$ cat src/armdc_regs.svh
// constants for the readback scheduler and margin code control
`ifndef ARMDC_REGS_SVH
`define ARMDC_REGS_SVH
`define ARMDC_NUM_CH 12
`define ARMDC_NUM_DAC 6
`define ARMDC_AVG_PASSES 16
`define ARMDC_MIDCODE 8'h7f
`define ARMDC_CODE_FULL 12'hfff
`define ARMDC_CH_TIME_NS 500000
`define ARMDC_CLK_PERIOD_NS 100
`define ARMDC_CH_CYCLES (`ARMDC_CH_TIME_NS / `ARMDC_CLK_PERIOD_NS)
`define ARMDC_BUF_SETTLE_CYCLES 16
`endif

$ cat src/armdc_pkg.sv
// types for the readback scheduler and margin code control
package armdc_pkg;
  typedef enum logic [1:0] {
    ARMDC_IDLE = 2'b00,
    ARMDC_CONV = 2'b01,
    ARMDC_NEXT = 2'b11,
    ARMDC_POST = 2'b10
  } armdc_scan_t;
  typedef enum logic [1:0] {
    ARMDC_BOFF = 2'b00,
    ARMDC_BTRACK = 2'b01,
    ARMDC_BDRIVE = 2'b11,
    ARMDC_BHIZ = 2'b10
  } armdc_buf_t;
  typedef logic [7:0] armdc_code_t;
  typedef logic [11:0] armdc_res_t;
endpackage : armdc_pkg

$ cat src/armdc_margin_chan.sv
// one margin code channel: clipping, range and glitch-free buffer enable
`timescale 1ns/10ps
`include "armdc_regs.svh"
module armdc_margin_chan
  import armdc_pkg::*;
(
  // clock and reset
  input wire logic clk_sys,
  input wire logic sys_rst,
  // settings
  input wire logic enable,
  input wire logic [7:0] code,
  input wire logic [7:0] upper_clip,
  input wire logic [7:0] lower_clip,
  input wire logic [1:0] range_sel,
  // buffer controls
  output logic [7:0] applied_code_r,
  output logic [1:0] range_r,
  output logic buf_power_r,
  output logic buf_src_dac_r,
  output logic buf_out_en_n_r
);
  armdc_buf_t state_r;
  logic [4:0] settle_r;
  logic inverted;

  assign inverted = lower_clip > upper_clip;

  // clipped code and range applied every cycle
  always_ff @(posedge clk_sys)
  begin
    if (sys_rst)
    begin
      applied_code_r <= `ARMDC_MIDCODE;
      range_r <= 2'h0;
    end
    else
    begin
      range_r <= range_sel;
      if (code < lower_clip)
        applied_code_r <= lower_clip;
      else if (code > upper_clip)
        applied_code_r <= upper_clip;
      else
        applied_code_r <= code;
    end
  end

  // power up tracking the pin, then switch to the code and drive
  always_ff @(posedge clk_sys)
  begin
    if (sys_rst)
    begin
      state_r <= ARMDC_BOFF;
      settle_r <= 5'h00;
    end
    else
    begin
      unique case (state_r)
        ARMDC_BOFF:
        begin
          settle_r <= 5'h00;
          if (enable && inverted)
            state_r <= ARMDC_BHIZ;
          else if (enable)
            state_r <= ARMDC_BTRACK;
        end
        ARMDC_BTRACK:
        begin
          settle_r <= settle_r + 5'h01;
          if (!enable || inverted)
            state_r <= ARMDC_BOFF;
          else if (settle_r == 5'(`ARMDC_BUF_SETTLE_CYCLES - 1))
            state_r <= ARMDC_BDRIVE;
        end
        ARMDC_BDRIVE:
          if (!enable || inverted)
            state_r <= ARMDC_BOFF;
        ARMDC_BHIZ:
          if (!enable || !inverted)
            state_r <= ARMDC_BOFF;
      endcase
    end
  end

  always_ff @(posedge clk_sys)
  begin
    if (sys_rst)
    begin
      buf_power_r <= 1'b0;
      buf_src_dac_r <= 1'b0;
      buf_out_en_n_r <= 1'b1;
    end
    else
    begin
      buf_power_r <= (state_r == ARMDC_BTRACK) || (state_r == ARMDC_BDRIVE);
      buf_src_dac_r <= state_r == ARMDC_BDRIVE;
      buf_out_en_n_r <= !(state_r == ARMDC_BDRIVE && enable && !inverted);
    end
  end
endmodule : armdc_margin_chan

$ cat src/armdc_limit_chk.sv
// single-threshold limit check for one readback channel
`timescale 1ns/10ps
`include "armdc_regs.svh"
module armdc_limit_chk
  import armdc_pkg::*;
(
  // clock and reset
  input wire logic clk_sys,
  input wire logic sys_rst,
  // result and threshold
  input wire logic update,
  input wire logic [11:0] result,
  input wire logic [11:0] threshold,
  input wire logic is_lower,
  input wire logic limit_en,
  // warning
  output logic warn_r
);
  always_ff @(posedge clk_sys)
  begin
    if (sys_rst)
      warn_r <= 1'b0;
    else if (!limit_en)
      warn_r <= 1'b0;
    else if (update)
      warn_r <= is_lower ? (result < threshold) : (result > threshold);
  end
endmodule : armdc_limit_chk

$ cat src/armdc_ctrl.sv
// readback scan scheduler, limit warnings and six margin code channels
// Contract
// - twelve analog sources go through the converter front-end multiplexer.
// - any non-empty channel subset is converted in a fixed loop.
// - single-pass mode stops after one loop; continuous mode repeats (here only while host_start or seq_engine_scan_en stays high).
// - averaging runs the whole loop sixteen times before any result.
// - result registers update only at end of a full scan cycle.
// - each conversion gives an unsigned 12-bit code, full scale 4095.
// - each channel has one limit, upper or lower, never both.
// - crossing the limit raises a warning on status and to sequencing engine.
// - scan starts on a host write or a sequencing engine enable.
// - each channel takes about 500 us without averaging.
// - six independently controlled margin code channels.
// - 256 codes per channel, linear, 0x7f at midcode.
// - four selectable ranges per channel set the midcode voltage.
// - output equals (code-0x7f)/255 times 0.6015 V plus range offset.
// - span is 128 codes above and 127 below midcode.
// - buffer first tracks the pin, then switches to code and drives.
// - host writes a new code and the device applies it.
// - applied code is the written code clipped to lower and upper limits.
// - lower clip above upper clip holds the buffer in high impedance.
`timescale 1ns/10ps
`include "armdc_regs.svh"
module armdc_ctrl
  import armdc_pkg::*;
(
  // clock and reset
  input wire logic clk_sys,
  input wire logic sys_rst,
  // scan control
  input wire logic host_start,
  input wire logic seq_engine_scan_en,
  input wire logic continuous_mode,
  input wire logic averaging_en,
  input wire logic [11:0] channel_select,
  // converter interface
  output logic [3:0] mux_sel_r,
  output logic conv_start_r,
  input wire logic conv_done,
  input wire logic [11:0] conv_code,
  // results and limits
  output logic [12*12-1:0] result_r,
  output logic results_valid_r,
  output logic scan_busy_r,
  input wire logic [12*12-1:0] limit_threshold,
  input wire logic [11:0] limit_is_lower,
  input wire logic [11:0] limit_en,
  output logic [11:0] limit_warn_r,
  output logic seq_engine_warn_r,
  // margin code channels
  input wire logic [5:0] dac_enable,
  input wire logic [6*8-1:0] margin_code_register,
  input wire logic [6*8-1:0] margin_code_upper_clip,
  input wire logic [6*8-1:0] margin_code_lower_clip,
  input wire logic [6*2-1:0] dac_range_sel,
  output logic [6*8-1:0] dac_code_r,
  output logic [6*2-1:0] dac_range_r,
  output logic [5:0] dac_buf_power_r,
  output logic [5:0] dac_buf_src_r,
  output logic [5:0] dac_out_en_n_r
);
  localparam int CH_CYC = `ARMDC_CH_CYCLES;

  armdc_scan_t state_r;
  logic [3:0] chan_r;
  logic [3:0] pass_r;
  logic [12:0] timer_r;
  logic [11:0] sel_r;
  logic conv_pend_r;
  logic [15:0] acc_r [12];
  logic publish_r;
  logic start_req;
  logic [11:0] warn_w;
  logic [4:0] first_new;
  logic [4:0] first_cur;
  logic [4:0] step_cur;

  // next selected channel after c, no wrap; lowest selected channel when from_start
  function automatic logic [4:0] next_sel(input logic [11:0] sel, input logic [3:0] c,
                                         input logic from_start);
    logic [4:0] res;
    logic [3:0] idx;
    res = 5'h10;
    for (int k = 11; k >= 0; k--)
    begin
      idx = from_start ? 4'(k) : 4'(c + 4'(k) + 4'h1);
      if (!from_start && (32'(c) + 32'(k) + 1 > 11))
        idx = 4'h0 + 4'(32'(c) + 32'(k) + 1 - 12);
      if (sel[idx] && (from_start || (32'(c) + 32'(k) + 1 <= 11)))
        res = {1'b0, idx};
    end
    return res;
  endfunction : next_sel

  assign start_req = host_start || seq_engine_scan_en;

  // channel decodes shared by the scan states; bit 4 set means none left
  assign first_new = next_sel(channel_select, 4'h0, 1'b1);
  assign first_cur = next_sel(sel_r, 4'h0, 1'b1);
  assign step_cur = next_sel(sel_r, chan_r, 1'b0);

  // scan sequencing
  always_ff @(posedge clk_sys)
  begin
    if (sys_rst)
    begin
      state_r <= ARMDC_IDLE;
      chan_r <= 4'h0;
      pass_r <= 4'h0;
      timer_r <= 13'h0000;
      sel_r <= 12'h000;
      conv_pend_r <= 1'b0;
      publish_r <= 1'b0;
    end
    else
    begin
      publish_r <= 1'b0;
      unique case (state_r)
        ARMDC_IDLE:
          if (start_req && channel_select != 12'h000)
          begin
            sel_r <= channel_select;
            chan_r <= first_new[3:0];
            pass_r <= 4'h0;
            timer_r <= 13'h0000;
            conv_pend_r <= 1'b1;
            state_r <= ARMDC_CONV;
          end
        ARMDC_CONV:
        begin
          conv_pend_r <= 1'b0;
          timer_r <= timer_r + 13'h0001;
          if (timer_r >= 13'(CH_CYC - 1) && !conv_pend_r)
            state_r <= ARMDC_NEXT;
        end
        ARMDC_NEXT:
        begin
          timer_r <= 13'h0000;
          if (step_cur[4])
          begin
            chan_r <= first_cur[3:0];
            if (averaging_en && pass_r != 4'(`ARMDC_AVG_PASSES - 1))
            begin
              pass_r <= pass_r + 4'h1;
              conv_pend_r <= 1'b1;
              state_r <= ARMDC_CONV;
            end
            else
            begin
              publish_r <= 1'b1;
              state_r <= ARMDC_POST;
            end
          end
          else
          begin
            chan_r <= step_cur[3:0];
            conv_pend_r <= 1'b1;
            state_r <= ARMDC_CONV;
          end
        end
        ARMDC_POST:
        begin
          pass_r <= 4'h0;
          if (continuous_mode && start_req && channel_select != 12'h000)
          begin
            sel_r <= channel_select;
            chan_r <= first_new[3:0];
            conv_pend_r <= 1'b1;
            state_r <= ARMDC_CONV;
          end
          else
            state_r <= ARMDC_IDLE;
        end
      endcase
    end
  end

  // converter handshake and mux select
  always_ff @(posedge clk_sys)
  begin
    if (sys_rst)
    begin
      mux_sel_r <= 4'h0;
      conv_start_r <= 1'b0;
      scan_busy_r <= 1'b0;
    end
    else
    begin
      mux_sel_r <= chan_r;
      conv_start_r <= conv_pend_r;
      scan_busy_r <= state_r != ARMDC_IDLE;
    end
  end

  // accumulate conversions; publish mean at end of cycle
  generate
    for (genvar g = 0; g < `ARMDC_NUM_CH; g++)
    begin : g_ch
      always_ff @(posedge clk_sys)
      begin
        if (sys_rst)
        begin
          acc_r[g] <= 16'h0000;
          result_r[g*12 +: 12] <= 12'h000;
        end
        else
        begin
          if (publish_r)
          begin
            acc_r[g] <= 16'h0000;
            if (sel_r[g])
              result_r[g*12 +: 12] <= averaging_en ? acc_r[g][15:4] : acc_r[g][11:0];
          end
          else if (conv_done && state_r == ARMDC_CONV && chan_r == 4'(g))
            acc_r[g] <= acc_r[g] + {4'h0, conv_code};
          else if (state_r == ARMDC_IDLE)
            acc_r[g] <= 16'h0000;
        end
      end

      armdc_limit_chk u_lim (
        .clk_sys(clk_sys),
        .sys_rst(sys_rst),
        .update(publish_r),
        .result(averaging_en ? acc_r[g][15:4] : acc_r[g][11:0]),
        .threshold(limit_threshold[g*12 +: 12]),
        .is_lower(limit_is_lower[g]),
        .limit_en(limit_en[g] & sel_r[g]),
        .warn_r(warn_w[g])
      );
    end
  endgenerate

  // warnings to status and sequencing engine
  always_ff @(posedge clk_sys)
  begin
    if (sys_rst)
    begin
      limit_warn_r <= 12'h000;
      seq_engine_warn_r <= 1'b0;
      results_valid_r <= 1'b0;
    end
    else
    begin
      limit_warn_r <= warn_w;
      seq_engine_warn_r <= |warn_w;
      if (publish_r)
        results_valid_r <= 1'b1;
    end
  end

  // margin code channels
  generate
    for (genvar d = 0; d < `ARMDC_NUM_DAC; d++)
    begin : g_dac
      armdc_margin_chan u_dac (
        .clk_sys(clk_sys),
        .sys_rst(sys_rst),
        .enable(dac_enable[d]),
        .code(margin_code_register[d*8 +: 8]),
        .upper_clip(margin_code_upper_clip[d*8 +: 8]),
        .lower_clip(margin_code_lower_clip[d*8 +: 8]),
        .range_sel(dac_range_sel[d*2 +: 2]),
        .applied_code_r(dac_code_r[d*8 +: 8]),
        .range_r(dac_range_r[d*2 +: 2]),
        .buf_power_r(dac_buf_power_r[d]),
        .buf_src_dac_r(dac_buf_src_r[d]),
        .buf_out_en_n_r(dac_out_en_n_r[d])
      );
    end
  endgenerate
endmodule : armdc_ctrl

$ cat config.mk
export PLATFORM = sky130hd
export DESIGN_NAME = armdc_ctrl
export DESIGN_NICKNAME = d
export VERILOG_FILES = /design/src/armdc_pkg.sv /design/src/armdc_margin_chan.sv /design/src/armdc_limit_chk.sv /design/src/armdc_ctrl.sv
export VERILOG_INCLUDE_DIRS = /design/src
export SDC_FILE = /design/constraint.sdc
export NUM_CORES = 2
export LEC_CHECK = 0
export ABC_AREA = 1
export BUFFER_PORTS_ARGS = -buffer_cell sky130_fd_sc_hd__buf_4
export CORE_MARGIN = 2
export CORE_UTILIZATION = 37
export DETAILED_ROUTE_END_ITERATION = 16
export HOLD_SLACK_MARGIN = 0.05
export SLEW_MARGIN = 20
export SYNTH_ARGS = -nofsm -noshare
export SYNTH_HDL_FRONTEND = slang
export SYNTH_SLANG_ARGS = --single-unit
$ cat constraint.sdc
create_clock -name clk_sys -period 8.4 [get_ports clk_sys]
set_clock_uncertainty 0.05 [all_clocks]
set_input_delay 1.68 -clock clk_sys [delete_from_list [all_inputs] [get_ports clk_sys]]
set_output_delay 1.68 -clock clk_sys [all_outputs]
set_load 0.01 [all_outputs]
==> results.cfg <==
[status]
status = completed

[finish]
nets = 6419
syn_to_final_growth_pct = 21.2
design_area_sq_um = 45200
drive_above_1_share = 0.140
num-fill-cells = 10100

[sta]
setup_viol_count_final = 0
finalHoldViolCount = 0
final_max_slew_viol_count = 0
period_minus_slack_ns = 4.77
period_share = 0.568
setup-tns-final_ns = 0
relSlewSlack = 0.307
worstMarginPinSlew_ns = 1.04
rsz0062_at_grt = false
timing.hold.ws_ns = 0.397
timing.fmax_mhz = 209

[floorplanning]
core-area_sq_um = 100000
start_util = 0.373
dieWidth_um = 322
io_pins = 603
dieArea_sq_um = 103000
die_h_um = 322
rows = 116

[placement]
place.gp.congestion = 0.911
io_buffers = 602
dpl.hpwl_um = 96800
place_area_sq_um = 42900

[synth]
syn_area_sq_um = 37300
synth_nets = 5885
synth_seq_cells = 525
synth_top_area_frac = 0.179
ys_async_sr_fraction = 0
ys_types = 68
seq_area_frac_synth = 0.333
yosys_warnings = 0
synth_area_leaders = dfxtp_1 18%, ha_1 16%, edfxtp_1 15%, inv_1 9.4%, nand2_1 8.4%
synth_flop_cell = dfxtp_1
synth_top_cell_by_area = dfxtp_1
syn_inst = 5037
synth_edf_count = 192
syn_avg_cell_area_sq_um = 7.41

[power]
pwr-share-clk = 0.386
p_comb_frac = 0.244
swShare = 0.330
p_total_w = 0.00782
ir_worst_vdd_mv = 0.134
power.density_nw_per_um2 = 173
seq_power_share = 0.370
power.leakage_nw = 22.3
p_int_w = 0.00524
switchingPower_w = 0.00258

[min_path]
holdPathEnd = limit_warn_r[6]
hold_path_depth = 2
hold_class = reg -> reg
hp-start = g_ch[6].u_lim.warn_r

[routing]
vias = 35200
drt_iter0_markers = 2542
route.detailed.drc = 0
via_per_inst = 5.07
drtAntennaViolNets = 0
wirelength_um = 126000
routedWlPerCell_um = 18.1
drtPass1Iterations = 6

[worst_setup_path]
worstPathRequired_ns = 8.88
cp_max_fo = 15
critPathCaptureType = flip-flop
worstSetupStartpointType = flip-flop
r2r_end = chan_r[0]
critPathKind = reg -> reg
r2r_slack_ns = 3.63
worst_ep_arrival_time_ns = 5.25
r2r_start = chan_r[1]
r2r_cells = 26

[global_routing]
grt_antenna_before_repair = 12
grt_pass1_vias = 33100
grt_overflow = 0
grt_max_degree = 110
grt_pass1_wl_um = 189000
grtUsageTotal = 0.236

[job]
maxCapViolations = 0

[clock_tree]
cts_tree = yes
cts_hold_buf = 0
cts_made_buffers = 68
clk_pin_slew_worst_paths_ns = 0.06
ctsResizeCount = 0
clockBufferDepth = 3
root_buffer = clkbuf_16
h-tree-depth = 3
clkLatencyLatePin_ns = 0.66
cts_setup_buffers = 0
cts_sinks = 525
-- area by class of cell --
cell class / instances / area (sq um) / area share
inverter: 947 / 3570 / 0.0790
tap: 1298 / 1620 / 0.0359
clock buffer: 92 / 1900 / 0.0421
antenna: 9 / 22.5 / 0.000498
sequential: 525 / 12400 / 0.275
multi-input combinational: 3412 / 20600 / 0.456
timing repair buffer: 617 / 4660 / 0.103
clock inverter: 34 / 380 / 0.00841
-- synth_stat cells (13+ instances only) --
library cell / n
o21bai_1: 21
nand2_1: 837
nand3_1: 170
o21ai_0: 519
a21oi_1: 550
nor2_1: 309
nand4_1: 55
inv_1: 931
a31oi_1: 16
clkbuf_1: 113
o2111ai_1: 14
ha_1: 475
xor2_1: 21
o21a_1: 60
buf_4: 21
dfxtp_1: 333
o211ai_1: 100
a211oi_1: 17
nor3_1: 64
edfxtp_1: 192
mux2i_1: 14
nand2_2: 13
-- per-stage QoR --
| step | setup slack, ns | instances | util |
|---|---|---|---|
| floorplan | 4.04 | 5037 | - |
| global placement | 3.35 | 6797 | 0.429 |
| detailed placement | 3.38 | 6798 | 0.429 |
| CTS | 3.68 | 6924 | 0.452 |
| global route | 3.27 | 6932 | 0.452 |
| finish | 3.63 | 6934 | 0.452 |
-- cell usage in the layout, fill, tap and decap left out, drive strengths merged, types with 60 or more instances in the layout --
cell,instances
a21oi,553
buf,616
clkbuf,93
dfxtp,333
edfxtp,192
ha,475
inv,946
nand2,854
nand3,174
nor2,313
nor3,64
o211ai,100
o21a,60
o21ai,533
-- power by group through the flow --
stage / logic [W] / registers, W / clock network (W)
floorplan: 0.00130 / 0.00289 / 0
global placement: 0.00186 / 0.00294 / 0
detailed placement: 0.00189 / 0.00294 / 0
CTS: 0.00190 / 0.00289 / 0.00310
global route: 0.00217 / 0.00291 / 0.00319
finish: 0.00191 / 0.00289 / 0.00302
-- per-layer routing --
metal	up-vias	routed length (um)	global-route usage
met5	-	12	0
met4	2	3760	0.0779
met3	196	8860	0.0501
met2	982	58700	0.397
met1	16000	54500	0.300
li1	18000	-	-
-- worst max-delay path by stage --
stage	start	end	slack, ns
5_1_grt	chan_r[1]	chan_r[3]	3.27
6_report	chan_r[1]	chan_r[0]	3.63
3_5_place_dp	conv_code[1]	acc_r[1][14]	3.38
2_1_floorplan	conv_code[1]	acc_r[1][14]	4.04
3_3_place_gp	conv_code[1]	acc_r[1][14]	3.35
4_1_cts	chan_r[1]	chan_r[0]	3.68
-- state kept, by name, summed over array words and instances, names as in the netlist, 2 cells and up --
| name | cells |
|---|---|
| acc_r | 192 |
| result_r | 144 |
| g_dac.u_dac.applied_code_r | 48 |
| g_dac.u_dac.settle_r | 30 |
| timer_r | 13 |
| g_ch.u_lim.warn_r | 12 |
| g_dac.u_dac.range_r | 12 |
| g_dac.u_dac.state_r | 12 |
| limit_warn_r | 12 |
| sel_r | 12 |
| g_dac.u_dac.buf_out_en_n_r | 6 |
| g_dac.u_dac.buf_power_r | 6 |
| g_dac.u_dac.buf_src_dac_r | 6 |
| chan_r | 4 |
| mux_sel_r | 4 |
| pass_r | 4 |
| state_r | 2 |
-- worst max-delay path, cell delays in order (launching register included) --
cell and delay (ns):
dfxtp_1 0.75, clkinv_1 0.64, ha_1 0.73, inv_2 0.22, nor2_1 0.30, nand2_1 0.09
nand2_1 0.07, nand2_1 0.08, inv_1 0.09, ha_1 0.16, nand2_1 0.09, a22oi_4 0.25
nand2_2 0.08, o21ai_2 0.09, nand2_1 0.07, nand2_1 0.14, nand2_4 0.10, nand2_4 0.09
inv_4 0.04, nand2_4 0.09, nand2_4 0.08, inv_4 0.07, nand2_2 0.05, nand2_2 0.06
nand2_1 0.05, nand2_1 0.08, nor2_1 0.04
-- logic make-up (layout without fill, tap and decap cells) --
family,Yosys count,after routing,share of synthesized area
xor+xnor,28,28,0.00727
simple gates,1510,1510,0.171
fa+ha+maj,487,487,0.166
compound gates,1368,1368,0.204
other cells,0,9,0
flops,525,525,0.333
mux,19,19,0.00526
buf+inv,1100,1690,0.114
Power figures use the tool's default switching activity.
